<file path="src/core/tpm_pkg.sv">
// How it works
// - An 8-bit counter adds one for each severely errored frame up to 255 and holds that count until the next read.
// - In superframe mode a severely errored frame is declared after six superframes in a row with framing bit errors.
// - In extended superframe mode it is declared after twenty-four extended superframes in a row with pattern errors.
// - CRC-6 sync bit errors are counted in 16 bits, shown as an upper-byte register and a lower-byte register.
// - An 8-bit counter adds one for each receive slip up to 255, that is each frame duplicated or dropped.
// - Every counter clears when read, comes out of reset at zero and counts again from zero after a read.
package tpm_pkg;
   // Register indices; the byte address is four times the index.
   localparam logic [11:0] IDX_SEF      = 12'h904;
   localparam logic [11:0] IDX_CRC_HI   = 12'h905;
   localparam logic [11:0] IDX_CRC_LO   = 12'h906;
   localparam logic [11:0] IDX_SLIP     = 12'h90a;
   localparam logic [11:0] IDX_INT_STAT = 12'h910;
   localparam logic [11:0] IDX_INT_MASK = 12'h911;
   localparam int          ADDR_W       = 16;
   // Run lengths that declare a severely errored frame, and the times they span.
   localparam real         SF_SEF_TIME_MS  = 0.75;
   localparam real         ESF_SEF_TIME_MS = 3.0;
   localparam logic [4:0]  SF_RUN       = 5'h06;
   localparam logic [4:0]  ESF_RUN      = 5'h18;
   // Interrupt status and mask bit positions.
   localparam int          INT_SEF      = 0;
   localparam int          INT_CRC      = 1;
   localparam int          INT_SLIP     = 2;
   localparam int          INT_W        = 3;
   localparam logic [1:0]  RESP_OKAY    = 2'h0;
   localparam logic [1:0]  RESP_SLVERR  = 2'h2;
   localparam logic [7:0]  CNT8_RST     = 8'h00;
   localparam logic [15:0] CNT16_RST    = 16'h0000;
   localparam logic [7:0]  CNT8_MAX     = 8'hff;
   localparam logic [15:0] CNT16_MAX    = 16'hffff;

   // Event pulses from the receive framer and slip buffer.
   typedef struct packed {
      logic sf_end;
      logic sf_fbit_err;
      logic crc6_err;
      logic slip;
   } tpm_evt_t;

   function automatic logic [ADDR_W-1:0] tpm_addr(input logic [11:0] idx);
      return {2'h0, idx, 2'h0};
   endfunction : tpm_addr
endpackage : tpm_pkg

</file>
<file path="src/core/tpm_top.sv">
`timescale 1ns/1ps
module tpm_top (
   input  wire logic                      i_mclk,
   input  wire logic                      i_rstn,
   input  wire tpm_pkg::tpm_evt_t         i_evt,
   input  wire logic                      i_esf_mode,
   input  wire logic [tpm_pkg::ADDR_W-1:0] i_awaddr,
   input  wire logic                      i_awvalid,
   output logic                           o_awready,
   input  wire logic [31:0]               i_wdata,
   input  wire logic [3:0]                i_wstrb,
   input  wire logic                      i_wvalid,
   output logic                           o_wready,
   output logic [1:0]                     o_bresp,
   output logic                           o_bvalid,
   input  wire logic                      i_bready,
   input  wire logic [tpm_pkg::ADDR_W-1:0] i_araddr,
   input  wire logic                      i_arvalid,
   output logic                           o_arready,
   output logic [31:0]                    o_rdata,
   output logic [1:0]                     o_rresp,
   output logic                           o_rvalid,
   input  wire logic                      i_rready,
   output logic                           o_irq
);
   // Saturating increments; a counter that tops out sticks rather than wrapping to a misleading low value.
   function automatic logic [7:0] bump8(input logic [7:0] v, input logic en, input logic clr);
      logic [7:0] b;
      b = clr ? tpm_pkg::CNT8_RST : v;
      return (en && b != tpm_pkg::CNT8_MAX) ? b + 8'h01 : b;
   endfunction : bump8

   function automatic logic [15:0] bump16(input logic [15:0] v, input logic en, input logic clr);
      logic [15:0] b;
      b = clr ? tpm_pkg::CNT16_RST : v;
      return (en && b != tpm_pkg::CNT16_MAX) ? b + 16'h0001 : b;
   endfunction : bump16

   logic                      awready_q, awready_d, wready_q, wready_d, bvalid_q, bvalid_d;
   logic                      arready_q, arready_d, rvalid_q, rvalid_d;
   logic [1:0]                bresp_q, bresp_d, rresp_q, rresp_d;
   logic [31:0]               rdata_q, rdata_d, wdata_q, wdata_d;
   logic [3:0]                wstrb_q, wstrb_d;
   logic [tpm_pkg::ADDR_W-1:0] awaddr_q, awaddr_d;
   logic [4:0]                run_q, run_d;
   logic                      sef_pulse;
   logic [7:0]                sef_cnt_q, sef_cnt_d, slip_cnt_q, slip_cnt_d, hold_q, hold_d;
   logic [15:0]               crc_cnt_q, crc_cnt_d;
   logic [tpm_pkg::INT_W-1:0] stat_q, stat_d, mask_q, mask_d, set_bits;
   logic                      irq_q, irq_d;
   logic                      rd_go, wr_go, clr_sef, clr_crc, clr_slip;

   assign rd_go = i_arvalid && arready_q;
   assign wr_go = !awready_q && !wready_q && !bvalid_q;

   // Severely errored frame detector: count superframes in a row whose framing bits were all in error.
   always_comb begin
      logic [4:0] target;
      target    = i_esf_mode ? tpm_pkg::ESF_RUN : tpm_pkg::SF_RUN;
      run_d     = run_q;
      sef_pulse = 1'b0;
      if (i_evt.sf_end) begin
         if (!i_evt.sf_fbit_err) begin
            run_d = 5'h00;
         end else if (run_q + 5'h01 >= target) begin
            sef_pulse = 1'b1;
            run_d     = 5'h00; // A new window starts after each declaration.
         end else begin
            run_d = run_q + 5'h01;
         end
      end
   end

   // Read decode; reads clear the counters they return.
   always_comb begin
      rdata_d   = rdata_q;
      rresp_d   = rresp_q;
      arready_d = arready_q;
      rvalid_d  = rvalid_q;
      hold_d    = hold_q;
      clr_sef   = 1'b0;
      clr_crc   = 1'b0;
      clr_slip  = 1'b0;
      if (rvalid_q && i_rready) begin
         rvalid_d  = 1'b0;
         arready_d = 1'b1;
      end
      if (rd_go) begin
         arready_d = 1'b0;
         rvalid_d  = 1'b1;
         rresp_d   = tpm_pkg::RESP_OKAY;
         rdata_d   = 32'h0000_0000;
         unique case (i_araddr)
            tpm_pkg::tpm_addr(tpm_pkg::IDX_SEF): begin
               rdata_d[7:0] = sef_cnt_q;
               clr_sef      = 1'b1;
            end
            tpm_pkg::tpm_addr(tpm_pkg::IDX_CRC_HI): begin
               rdata_d[7:0] = crc_cnt_q[15:8];
               hold_d       = crc_cnt_q[7:0];
               clr_crc      = 1'b1;
            end
            tpm_pkg::tpm_addr(tpm_pkg::IDX_CRC_LO): begin
               rdata_d[7:0] = hold_q;
            end
            tpm_pkg::tpm_addr(tpm_pkg::IDX_SLIP): begin
               rdata_d[7:0] = slip_cnt_q;
               clr_slip     = 1'b1;
            end
            tpm_pkg::tpm_addr(tpm_pkg::IDX_INT_STAT): rdata_d[tpm_pkg::INT_W-1:0] = stat_q;
            tpm_pkg::tpm_addr(tpm_pkg::IDX_INT_MASK): rdata_d[tpm_pkg::INT_W-1:0] = mask_q;
            default: rresp_d = tpm_pkg::RESP_SLVERR;
         endcase
      end
   end

   // Counters; an event in the clearing cycle counts as the first of the new total.
   always_comb begin
      sef_cnt_d  = bump8(sef_cnt_q, sef_pulse, clr_sef);
      crc_cnt_d  = bump16(crc_cnt_q, i_evt.crc6_err, clr_crc);
      slip_cnt_d = bump8(slip_cnt_q, i_evt.slip, clr_slip);
   end

   // Write channel: address and data are taken independently, then the write is done and answered.
   always_comb begin
      logic [tpm_pkg::INT_W-1:0] w1c;
      w1c       = '0;
      awready_d = awready_q;
      wready_d  = wready_q;
      awaddr_d  = awaddr_q;
      wdata_d   = wdata_q;
      wstrb_d   = wstrb_q;
      bvalid_d  = bvalid_q;
      bresp_d   = bresp_q;
      mask_d    = mask_q;
      if (i_awvalid && awready_q) begin
         awready_d = 1'b0;
         awaddr_d  = i_awaddr;
      end
      if (i_wvalid && wready_q) begin
         wready_d = 1'b0;
         wdata_d  = i_wdata;
         wstrb_d  = i_wstrb;
      end
      if (wr_go) begin
         bvalid_d = 1'b1;
         bresp_d  = tpm_pkg::RESP_OKAY;
         unique case (awaddr_q)
            tpm_pkg::tpm_addr(tpm_pkg::IDX_INT_STAT): begin
               if (wstrb_q[0]) begin
                  w1c = wdata_q[tpm_pkg::INT_W-1:0];
               end
            end
            tpm_pkg::tpm_addr(tpm_pkg::IDX_INT_MASK): begin
               if (wstrb_q[0]) begin
                  mask_d = wdata_q[tpm_pkg::INT_W-1:0];
               end
            end
            // Counters are read-only; writes to them are accepted and have no effect.
            tpm_pkg::tpm_addr(tpm_pkg::IDX_SEF), tpm_pkg::tpm_addr(tpm_pkg::IDX_CRC_HI),
            tpm_pkg::tpm_addr(tpm_pkg::IDX_CRC_LO), tpm_pkg::tpm_addr(tpm_pkg::IDX_SLIP): ;
            default: bresp_d = tpm_pkg::RESP_SLVERR;
         endcase
      end
      if (bvalid_q && i_bready) begin
         bvalid_d  = 1'b0;
         awready_d = 1'b1;
         wready_d  = 1'b1;
      end
      set_bits                   = '0;
      set_bits[tpm_pkg::INT_SEF]  = sef_pulse;
      set_bits[tpm_pkg::INT_CRC]  = i_evt.crc6_err;
      set_bits[tpm_pkg::INT_SLIP] = i_evt.slip;
      // Set wins over a clear arriving in the same cycle.
      stat_d = (stat_q & ~w1c) | set_bits;
      irq_d  = |(stat_d & mask_d);
   end

   // State registers.
   always_ff @(posedge i_mclk or negedge i_rstn) begin
      if (!i_rstn) begin
         awready_q  <= 1'b1;
         wready_q   <= 1'b1;
         bvalid_q   <= 1'b0;
         bresp_q    <= tpm_pkg::RESP_OKAY;
         awaddr_q   <= '0;
         wdata_q    <= 32'h0000_0000;
         wstrb_q    <= 4'h0;
         arready_q  <= 1'b1;
         rvalid_q   <= 1'b0;
         rresp_q    <= tpm_pkg::RESP_OKAY;
         rdata_q    <= 32'h0000_0000;
         run_q      <= 5'h00;
         sef_cnt_q  <= tpm_pkg::CNT8_RST;
         crc_cnt_q  <= tpm_pkg::CNT16_RST;
         slip_cnt_q <= tpm_pkg::CNT8_RST;
         hold_q     <= tpm_pkg::CNT8_RST;
         stat_q     <= '0;
         mask_q     <= '0;
         irq_q      <= 1'b0;
      end else begin
         awready_q  <= awready_d;
         wready_q   <= wready_d;
         bvalid_q   <= bvalid_d;
         bresp_q    <= bresp_d;
         awaddr_q   <= awaddr_d;
         wdata_q    <= wdata_d;
         wstrb_q    <= wstrb_d;
         arready_q  <= arready_d;
         rvalid_q   <= rvalid_d;
         rresp_q    <= rresp_d;
         rdata_q    <= rdata_d;
         run_q      <= run_d;
         sef_cnt_q  <= sef_cnt_d;
         crc_cnt_q  <= crc_cnt_d;
         slip_cnt_q <= slip_cnt_d;
         hold_q     <= hold_d;
         stat_q     <= stat_d;
         mask_q     <= mask_d;
         irq_q      <= irq_d;
      end
   end

   assign o_awready = awready_q;
   assign o_wready  = wready_q;
   assign o_bvalid  = bvalid_q;
   assign o_bresp   = bresp_q;
   assign o_arready = arready_q;
   assign o_rvalid  = rvalid_q;
   assign o_rresp   = rresp_q;
   assign o_rdata   = rdata_q;
   assign o_irq     = irq_q;
endmodule : tpm_top

</file>
<file path="config.mk">
export PLATFORM = sky130hd
export DESIGN_NAME = tpm_top
export DESIGN_NICKNAME = d
export VERILOG_FILES = /design/src/core/tpm_pkg.sv /design/src/core/tpm_top.sv
export SDC_FILE = /design/constraint.sdc
export NUM_CORES = 1
export LEC_CHECK = 0
export BUFFER_PORTS_ARGS = -buffer_cell sky130_fd_sc_hd__buf_2
export CORE_AREA = 2 2 128 130
export CTS_BUF_LIST = sky130_fd_sc_hd__clkbuf_8
export DETAILED_ROUTE_END_ITERATION = 10
export DIE_AREA = 0 0 130 132
export PLACE_DENSITY = 0.49
export REMOVE_ABC_BUFFERS = 1
export SYNTH_ARGS = -nofsm -noshare
export SYNTH_HDL_FRONTEND = slang
export SYNTH_SLANG_ARGS = --single-unit
</file>
<file path="constraint.sdc">
create_clock -name i_mclk -period 4.9 [get_ports i_mclk]
set_input_delay 0.735 -clock i_mclk [delete_from_list [all_inputs] [get_ports i_mclk]]
set_output_delay 0.735 -clock i_mclk [all_outputs]
set_load 0.02 [all_outputs]
</file>
==> results of run 1 <==
-- stage by stage --
| stage | cell area (µm²) | worst slack [ns] | power, µW |
|---|---|---|---|
| after floorplan | 4520 | 1.96 | 1400 |
| after global placement | 5120 | 1.39 | 1540 |
| after detailed placement | 5120 | 1.40 | 1570 |
| after CTS | 5340 | 1.78 | 2110 |
| after global routing | 5340 | 1.55 | 2230 |
| final | 5340 | 1.77 | 2080 |
-- sequential cells by signal, summed over array words and instances, names as in the netlist --
signal,count
hold_q,8
awaddr_q,16
o_bresp,1
o_bvalid,1
slip_cnt_q,8
o_arready,1
o_rvalid,1
stat_q,3
run_q,5
wstrb_q,1
o_rdata,8
o_awready,1
o_irq,1
sef_cnt_q,8
mask_q,3
o_rresp,1
o_wready,1
crc_cnt_q,16
wdata_q,3
-- synth_stat cells, types with 4 or more instances --
library cell	n	area, µm²
a21oi_1	6	30.0
xor2_1	11	96.3
mux2i_1	7	70.1
nor3_1	9	45.0
a21o_1	4	30.0
o21ai_0	12	60.1
and2_1	6	37.5
buf_4	28	210
nand3_1	17	85.1
inv_1	15	56.3
and3_1	9	56.3
nand2_1	60	225
a22o_1	5	43.8
a22oi_1	16	120
clkbuf_1	6	22.5
nor2_1	25	93.8
and4_1	6	52.6
nand2b_1	4	25.0
xnor2_1	13	114
nand4_1	13	81.3
dfrtp_1	84	2100
or3_1	4	25.0
ha_1	8	100
mux2_2	25	282
-- logic make-up (layout without fill, tap and decap cells) --
kind of cell / Yosys count / count (layout) / share of synthesized area, %
xor+xnor: 24 / 24 / 4.49
buf+inv: 52 / 95 / 6.50
simple gates: 179 / 179 / 21.7
fa+ha+maj: 8 / 8 / 2.14
compound gates: 68 / 68 / 10.6
mux: 33 / 33 / 7.84
other cells: 1 / 26 / 0.0802
flops: 87 / 87 / 46.6
-- how the worst max path moves through the flow --
stage / from / endpoint / slack [ns] / depth (start not counted)
6_report: i_araddr[12] / crc_cnt_q[9] / 1.77 / 11
5_1_grt: i_araddr[2] / crc_cnt_q[9] / 1.55 / 11
4_1_cts: i_araddr[9] / crc_cnt_q[9] / 1.78 / 11
3_5_place_dp: i_araddr[9] / crc_cnt_q[9] / 1.40 / 11
3_3_place_gp: i_araddr[12] / crc_cnt_q[11] / 1.39 / 11
2_1_floorplan: i_araddr[12] / slip_cnt_q[6] / 1.96 / 10
-- area by class of cell --
cell class              count  area [µm²]  share of cell area, %
multi-input cells         338        2290                   42.9
flip-flops and latches     87        2180                   40.9
repair buffers             64         325                   6.10
well taps                 216         270                   5.07
clock buffers              11         151                   2.84
clock inverters             5        63.8                   1.20
inverters                  15        56.3                   1.06
-- per-layer routing --
metal | up-vias | part of all wire [%] | wire [µm]
li1 | 1699 | - | -
met1 | 1654 | 48 | 4960
met2 | 90 | 46 | 4730
met3 | 9 | 4.6 | 474
met4 | 0 | 1.1 | 108
met5 | - | 0 | 0
-- power breakdown --
group          leakage [µW]  internal (µW)  switching [µW]
Clock              0.000106            267             263
Sequential          0.00110            898             153
Combinational       0.00118            250             245
==> summary.md, run 1 <==
| Metric | Value |
|---|---|
| Synth Register Bits | 87 |
| Detailed-route DRC error count | 0 |
| Mapped Cells | 452 |
| Fmax achieved | 319 MHz |
| Cell family with most CP delay | simple AND/OR/NAND/NOR gates |
| Fin util | 34.0% |
| Largest net degree at the start of global routing | 88 |
| Relative slew slack | 24.6% |
| YS warnings | 0 |
| Crit path max fanout | 19 |
| Vias in the first global route | 3477 |
| CTS H-tree lvls | 3 |
| Final min period | 3.13 ns |
| Leak pwr | 0.00239 µW |
| Post-synth EDFFs | 0 |
| Wire length per cell | 14.0 µm |
| Clock transition at the registers of the reported paths | 0.09 ns |
| Worst EP required | 5.14 ns |
| RSZ-0062 raised after global routing | false |
| Root Buffer | clkbuf_8 |
| Postcts setup bufs | 0 |
| Final std cells w/o fill | 736 |
| Insertion delay to the later sink of the worst-skew pair | 0.36 ns |
| Sequential fraction of the synthesis area | 46.6% |
| Worst slew pin tran | 1.13 ns |
| CTS Sinks | 87 |
| Post-DP HPWL | 7.65 mm |
| Cts repair resizes | 0 |
| First-pass GRT wire length | 17.1 mm |
| CP Class | in -> reg |
| Data arrival time of the worst path | 3.38 ns |
| Hold Path Sink | o_rresp[1] |
| Critical Path, Cell by Cell | buf_2 -> nor4b_4 -> and4_1 -> nand3_2 -> and2_1 -> ha_1 -> nand2_1 -> nor3_1 -> nor3_4 -> nand4_1 -> xor2_1 |
| Final hold vios | 0 |
| Fin crit share | 63.9% |
| Layout fillers | 1638 |
| Slew Viols, Final | 0 |
| MaxCap Viol Count | 0 |
| # IOs | 122 |
| Gr ovfl total | 0 |
| R2R depth | 9 |
| Final Skew | 0.00799 ns |
| Worst reg2reg path endpoint | sef_cnt_q[4] |
| ANT nets after route | 0 |
| CP Capture Type | register |
| Final setup viols | 0 |
| Initial antenna violation count | 0 |
| Worst Hold Class | reg -> reg |
| Inst Count DP | 720 |
| N_diodes | 0 |
| Count of different cell masters after synthesis | 61 |
| Leading cell type in the layout, fill and taps excluded | dfrtp_1 |
| Met1 Use GR | 17.1% |
| Die height | 132 µm |
| Layout cells sized above 1 | 24.8% |
| Met2 GRT Util | 19.7% |
| Max VDD drop | 0.209 mV |
| TritonCTS clock tree | yes |
| Total global-route track usage | 12.5% |
| Worst hold stages | 1 |
| Type of origin of the critical path | input port |
| Worst path bufs/invs | 1 |
| Critical path's slowest cell | nor4b_4 |
| M3 GR Usage | 3.21% |
| Max incr delay on CP | 0.42 ns |
| DR vias | 3452 |
| Placer Congestion | 0.780 |
| Most used routing layer | met2 |
| I/O Buffers | 63 |
| Initial core utilization | 29.8% |
| Most common flop cell mapped by yosys | dfrtp_1 |
| Num CTS Buffers | 9 |
| Most frequent cells in the layout | 84 x dfrtp_1, 62 x buf_2, 60 x nand2_1, 26 x conb_1 |
| CORE AREA | 0.0157 mm² |
| Die ar. | 0.0172 mm² |
| Post-synthesis async set-or-reset flop share | 100% |
| Die Wd | 130 µm |
| Nets | 603 |
| WL final | 10.3 mm |
| R2R Setup Slk | 2.14 ns |
| TNS Setup | 0 ns |
| Reg2reg start | run_q[0] |
| Cell Area, Synth | 0.00468 mm² |
| Max Root-Sink Buffers | 2 |
| Hold Crit Start | o_rresp[1] |
| CTS Hold Bufs | 0 |
| Cell area power density | 389 mW/mm² |
| DRT Pass-1 Iters | 4 |
| Area grow syn2layout | 14.0% |
| WHS | 0.479 ns |
| Avg Synthesized Cell Area | 10.4 µm² |
| DR iter-0 viols | 166 |
| Vias per cell | 4.69 |
| # rows | 46 |
| Status | finished, final reports clean |
No activity file was read; power rests on OpenSTA's default activity.
==> run 2: changes to the inputs <==
Settings changed: ABC_AREA from default to 1, CORE_AREA 2 2 128 130 to 2 2 135 137, DIE_AREA 0 0 130 132 to 0 0 137 139, PLACE_DENSITY 0.49 to 0.48.
Clock period 4.9 ns to 2.9 ns, I/O delays scaled along.
==> run 2 against run 1 <==
Hold slack lost 0.31 ns. Utilization shrank 0.72 points. Total power grew 80%. Critical path depth grew 5. Cell count grew 31%. Area after synthesis grew 11%. Clock skew grew 0.0052 ns. Die area grew 11%. Synthesized cell count grew 47%. Sequential cell count is the same. Count of clock-buffer cells in the layout shrank 2. Global-route usage grew 0.71 points. Largest power group unchanged.
==> summary.md, run 2 <==
| Metric | Value |
|---|---|
| Die height | 139 µm |
| # IOs | 122 |
| Final hold vios | 0 |
| Root Buffer | clkbuf_8 |
| Data arrival time of the worst path | 2.69 ns |
| Leading cell type in the layout, fill and taps excluded | nand2_1 |
| Layout fillers | 1907 |
| Sequential fraction of the synthesis area | 42.0% |
| Cell family with most CP delay | simple AND/OR/NAND/NOR gates |
| Initial antenna violation count | 0 |
| Post-synth top area cell | dfrtp_1 |
| Post-DP HPWL | 8.70 mm |
| Postcts setup bufs | 0 |
| RSZ-0062 raised after global routing | false |
| Finished Cell Area | 0.00587 mm² |
| CORE AREA | 0.0177 mm² |
| Initial core utilization | 29.4% |
| CTS H-tree lvls | 3 |
| Area grow syn2layout | 13.1% |
| Cell Area, Synth | 0.00519 mm² |
| MaxCap Viol Count | 0 |
| Critical path's slowest cell | dfstp_2 |
| Slew Viols, Final | 0 |
| Gr ovfl total | 0 |
| Num CTS Buffers | 9 |
| Leak pwr | 0.00302 µW |
| Layout cells sized above 1 | 19.8% |
| Clock transition at the registers of the reported paths | 0.10 ns |
| Post-synth EDFFs | 0 |
| Nets | 821 |
| CTS Sinks | 87 |
| Final setup viols | 0 |
| Worst path bufs/invs | 4 |
| Max incr delay on CP | 0.55 ns |
| Synth top area cells | dfrtp_1 41%, nand2_1 14%, inv_1 5.8% |
| First-pass GRT wire length | 19.8 mm |
| Insertion delay to the later sink of the worst-skew pair | 0.37 ns |
| Vias in the first global route | 3988 |
| Cts repair resizes | 0 |
| Clock power share | 26.0% |
| CTS Hold Bufs | 0 |
| Worst slew pin tran | 0.927 ns |
| Worst EP required | 3.17 ns |
| CP Capture Type | register |
| N_diodes | 0 |
| Crit path max fanout | 9 |
| Internal | 2410 µW |
| Inst Count DP | 951 |
| CP Class | reg -> reg |
| Top flop regs | awaddr_q x16, crc_cnt_q x16 |
| Count of different cell masters after synthesis | 45 |
| Max VDD drop | 0.321 mV |
| WHS | 0.170 ns |
| Vias per cell | 4.32 |
| WL final | 11.7 mm |
| DR iter-0 viols | 189 |
| Critical Path, Cell by Cell | nand2_1 -> inv_2 -> nand3_2 -> nand2_1 -> inv_1 -> ha_1 -> nand2_1 -> inv_1 -> nand3_1 -> nor2_2 -> nand2_2 -> nor2_2 -> nor2_4 -> inv_1 -> nand2_1 -> nand2_1 |
| Detailed-route DRC error count | 0 |
| Power Total | 3730 µW |
| Top post-synthesis cells by count | 190 x nand2_1, 84 x dfrtp_1, 80 x inv_1, 62 x nor2_1, 46 x nand3_1 |
| Mapped Cells | 666 |
| Most frequent cell after synthesis | nand2_1 |
| I/O Buffers | 63 |
| Post-synthesis async set-or-reset flop share | 100% |
| Most frequent cells in the layout | 190 x nand2_1, 84 x dfrtp_1, 81 x inv_1, 62 x nor2_1, 62 x buf_2 |
| Switching power | 1320 µW |
| Most common flop cell mapped by yosys | dfrtp_1 |
| TritonCTS clock tree | yes |
| Relative slew slack | 38.2% |
| DP Area | 0.00565 mm² |
| ANT nets after route | 0 |
| Final std cells w/o fill | 967 |
| YS warnings | 0 |
| DRT Pass-1 Iters | 4 |
| Fin util | 33.2% |
| DR vias | 4176 |
| Type of origin of the critical path | register |
| Net Sw Frac | 35.3% |
| Status | finished, final reports clean |
| Yosys top cell area share | 40.5% |
| Synth Register Bits | 87 |
| Cell area power density | 636 mW/mm² |
| Largest net degree at the start of global routing | 70 |
| Wire length per cell | 12.1 µm |
| Placer Congestion | 0.749 |
| Worst Hold Class | in -> async |
| Sequential fraction of design power | 46.5% |
| Max Root-Sink Buffers | 2 |
| Fin crit share | 83.5% |
| # rows | 49 |
| Final Skew | 0.0132 ns |
| Critical Path Most Common Cell | nand2_1 |
| Final min period | 2.42 ns |
| Die ar. | 0.0190 mm² |
| Combinational group share of total power | 27.6% |
| Fmax achieved | 413 MHz |
| Avg Synthesized Cell Area | 7.79 µm² |
| Die Wd | 137 µm |
| Total global-route track usage | 13.2% |
-- run 2: worst paths after layout --
check / end / slack [ns] / cells past startpoint / start
max: crc_cnt_q[0] / 0.48 / 16 / o_arready
min: slip_cnt_q[4] / 0.17 / 1 / i_rstn
max reg2reg: crc_cnt_q[0] / 0.48 / 16 / o_arready
min reg2reg: o_rdata[7] / 0.48 / 2 / o_rdata[7]
max in group asynchronous: awaddr_q[9] / 1.96 / 2 / i_rstn
min in group i_mclk: o_wready / 0.22 / 2 / i_wvalid
-- run 2: kinds of logic after synthesis --
logic type	count (synthesis)	share of synthesized area (%)
AOI/OAI and AO/OA	62	7.36
muxes	12	2.60
adders and majority gates	8	1.93
buffers and inverters	125	12.4
DFF	87	42.0
xor gates and xnor gates	17	2.87
other	1	0.0723
and+or+nand+nor	354	30.7
-- run 2: through the flow --
stage / TNS [ns] / worst slack (ns)
after global routing: 0 / 0.176
after detailed placement: 0 / 0.164
final: 0 / 0.480
after floorplan: -1.53 / -0.216
after global placement: 0 / 0.187
after CTS: 0 / 0.431
-- run 2: cell type report --
cell class                 count  area, µm²  share of cell area, %
timing repair buffer          71        390                   6.65
clock buffer                   9        124                   2.11
multi-input combinational    479       2460                   41.9
sequential                    87       2180                   37.2
tap                          229        287                   4.88
inverter                      85        334                   5.69
clock inverter                 7       96.3                   1.64
-- run 2: power by group through the flow --
stage / Sequential, µW / Combinational (µW) / Clock (µW)
finish: 1730 / 1030 / 969
global route: 1780 / 1180 / 1060
CTS: 1740 / 1050 / 1000
detailed placement: 1760 / 1040 / 0
global placement: 1750 / 1040 / 0
floorplan: 1770 / 699 / 0
-- run 2: metal layers --
| metal | routed length (µm) | GRT usage, % | up-vias |
|---|---|---|---|
| met2 | 5190 | 20.6 | 90 |
| met1 | 5820 | 18.2 | 1865 |
| li1 | - | - | 2206 |
| met5 | 0 | 0 | - |
| met3 | 476 | 2.30 | 15 |
| met4 | 204 | 4.72 | 0 |
-- run 2: worst reg2reg max path, stage by stage, from the launching register on --
cell	delay (ns)
dfstp_2	0.55
nand2_1	0.08
inv_2	0.07
nand3_2	0.11
nand2_1	0.12
inv_1	0.11
ha_1	0.26
nand2_1	0.09
inv_1	0.04
nand3_1	0.12
nor2_2	0.09
nand2_2	0.10
nor2_2	0.06
nor2_4	0.23
inv_1	0.15
nand2_1	0.08
nand2_1	0.04
==> run 3: changes to the inputs <==
Settings changed: PLACE_DENSITY 0.48 to 0.5.
Clock period 2.9 ns to 2.2 ns, I/O delays scaled along.
==> run 3 against run 2 <==
Utilization increased by 2.2 points. Global-route usage increased by 0.12 points. Sequential power rose by 33%. Largest cell class unchanged. Routed wire length is 2.9% higher.
==> summary.md, run 3 (same netlist as run 2, synthesis figures left out) <==
| Metric | Value |
|---|---|
| Final min period | 2.06 ns |
| Leading cell type in the layout, fill and taps excluded | nand2_1 |
| Die height | 139 µm |
| Vias in the first global route | 4141 |
| Fmax achieved | 484 MHz |
| Hold Path Sink | o_wready |
| Placer Congestion | 0.789 |
| Data arrival time of the worst path | 2.34 ns |
| Detailed-route DRC error count | 0 |
| Cell area power density | 784 mW/mm² |
| Max Root-Sink Buffers | 2 |
| Layout cells sized above 1 | 26.0% |
| CTS Sinks | 87 |
| Clock transition at the registers of the reported paths | 0.09 ns |
| Die Wd | 137 µm |
| Wire length per cell | 11.9 µm |
| Hold Crit Start | i_wvalid |
| Final setup viols | 0 |
| Type of origin of the critical path | register |
| Total global-route track usage | 13.3% |
| Crit path max fanout | 8 |
| TritonCTS clock tree | yes |
| # rows | 49 |
| Layout fillers | 1895 |
| Root Buffer | clkbuf_8 |
| # IOs | 122 |
| Most frequent cells in the layout | 186 x nand2_1, 84 x dfrtp_1, 78 x inv_1, 62 x nor2_1, 62 x buf_2 |
| I/O Buffers | 63 |
| Worst EP required | 2.47 ns |
| Fin crit share | 93.8% |
| Worst hold stages | 2 |
| Fin util | 35.4% |
| CORE AREA | 0.0177 mm² |
| Post-DP HPWL | 9.06 mm |
| CP Class | reg -> reg |
| Max VDD drop | 0.334 mV |
| ANT nets after route | 0 |
| Largest net degree at the start of global routing | 39 |
| DR vias | 4373 |
| Worst reg2reg path endpoint | sef_cnt_q[0] |
| DRT Pass-1 Iters | 4 |
| Final std cells w/o fill | 1011 |
| Initial core utilization | 29.4% |
| Gr ovfl total | 0 |
| Insertion delay to the later sink of the worst-skew pair | 0.38 ns |
| Post-Place Worst Slack | -0.0878 ns |
| Num CTS Buffers | 9 |
| Final hold vios | 0 |
| Worst Hold Class | in -> reg |
| Vias per cell | 4.33 |
| Reg2reg start | run_q[0] |
| N_diodes | 0 |
| MaxCap Viol Count | 0 |
| R2R depth | 13 |
| Slew Viols, Final | 0 |
| R2R Setup Slk | 0.14 ns |
| Status | finished, final reports clean |
| First-pass GRT wire length | 20.1 mm |
| CP Capture Type | register |
| Die ar. | 0.0190 mm² |
| Initial antenna violation count | 0 |
| Min setup slack post-route | 0.136 ns |
| Nets | 865 |
| Final Skew | 0.00962 ns |
| Inst Count DP | 993 |
| CTS H-tree lvls | 3 |
| WL final | 12.0 mm |
| Top flop regs | awaddr_q x16, crc_cnt_q x16 |
| Area grow syn2layout | 20.6% |
| DR iter-0 viols | 200 |
| Leak pwr | 0.00322 µW |
[run 3: routing by layer]
| metal | vias up | global-route usage (%) | part of all wire [%] |
|---|---|---|---|
| met5 | - | 0 | 0 |
| met3 | 12 | 3.44 | 3.9 |
| met4 | 0 | 3.85 | 1.6 |
| met2 | 87 | 20.9 | 46 |
| li1 | 2288 | - | - |
| met1 | 1986 | 18.0 | 48 |
[run 3: final cells by class]
class,count,area [µm²],share of cell area (%)
clock buffers,10,138,2.20
clock inverters,6,51.3,0.820
inverters,85,337,5.38
multi-input cells,479,2530,40.4
flip-flops and latches,87,2180,34.9
well taps,229,287,4.58
repair buffers,115,738,11.8
[run 3: worst max path at each step]
stage                startpoint           end  slack [ns]  cells after the start
finish                 run_q[0]  sef_cnt_q[0]        0.14                     13
global route           run_q[0]         o_irq       -0.01                     12
CTS                    run_q[0]  sef_cnt_q[0]       0.006                     13
detailed placement  i_araddr[4]  crc_cnt_q[6]       -0.09                     19
global placement    i_araddr[4]  crc_cnt_q[6]       -0.09                     15
floorplan             o_arready  crc_cnt_q[0]       -0.92                     16
[run 3: power breakdown]
part           internal, µW  switching (µW)
clock                   458             665
combinational           655             833
sequential             1990             303
total                  3100            1800
[run 3: stage by stage]
step	total power, µW	hold WS (ns)	setup TNS (ns)	cell area (µm²)
after floorplan	3250	0.0344	-12.33	4970
after global routing	5300	0.105	-0.0219	6260
after global placement	3780	0.301	-1.07	5960
after detailed placement	3790	0.305	-1.12	5960
final	4910	0.116	0	6260
after CTS	4950	0.0957	0	6160
[run 3: critical path, cell delays in order (launching register included)]
cell     delay, ns
dfrtp_1       0.43
ha_4          0.18
nand3_2       0.10
xor2_2        0.19
inv_1         0.10
ha_4          0.21
a21oi_1       0.13
nand3_1       0.14
nand2_2       0.11
inv_2         0.06
nand2_4       0.12
inv_4         0.07
nand2_1       0.06
nand2_1       0.05
[run 3: timing repair]
| item | CTS | global route |
|---|---|---|
| gates resized for setup | 0 | 20 |
| buffers inserted | 0 | 1 |
| setup endpoints to repair | 2 | 31 |
| pin swaps | 1 | 6 |
| cloned | 0 | 0 |
| hold endpoints to repair | 28 | 0 |
| hold buffers | 1 | 0 |
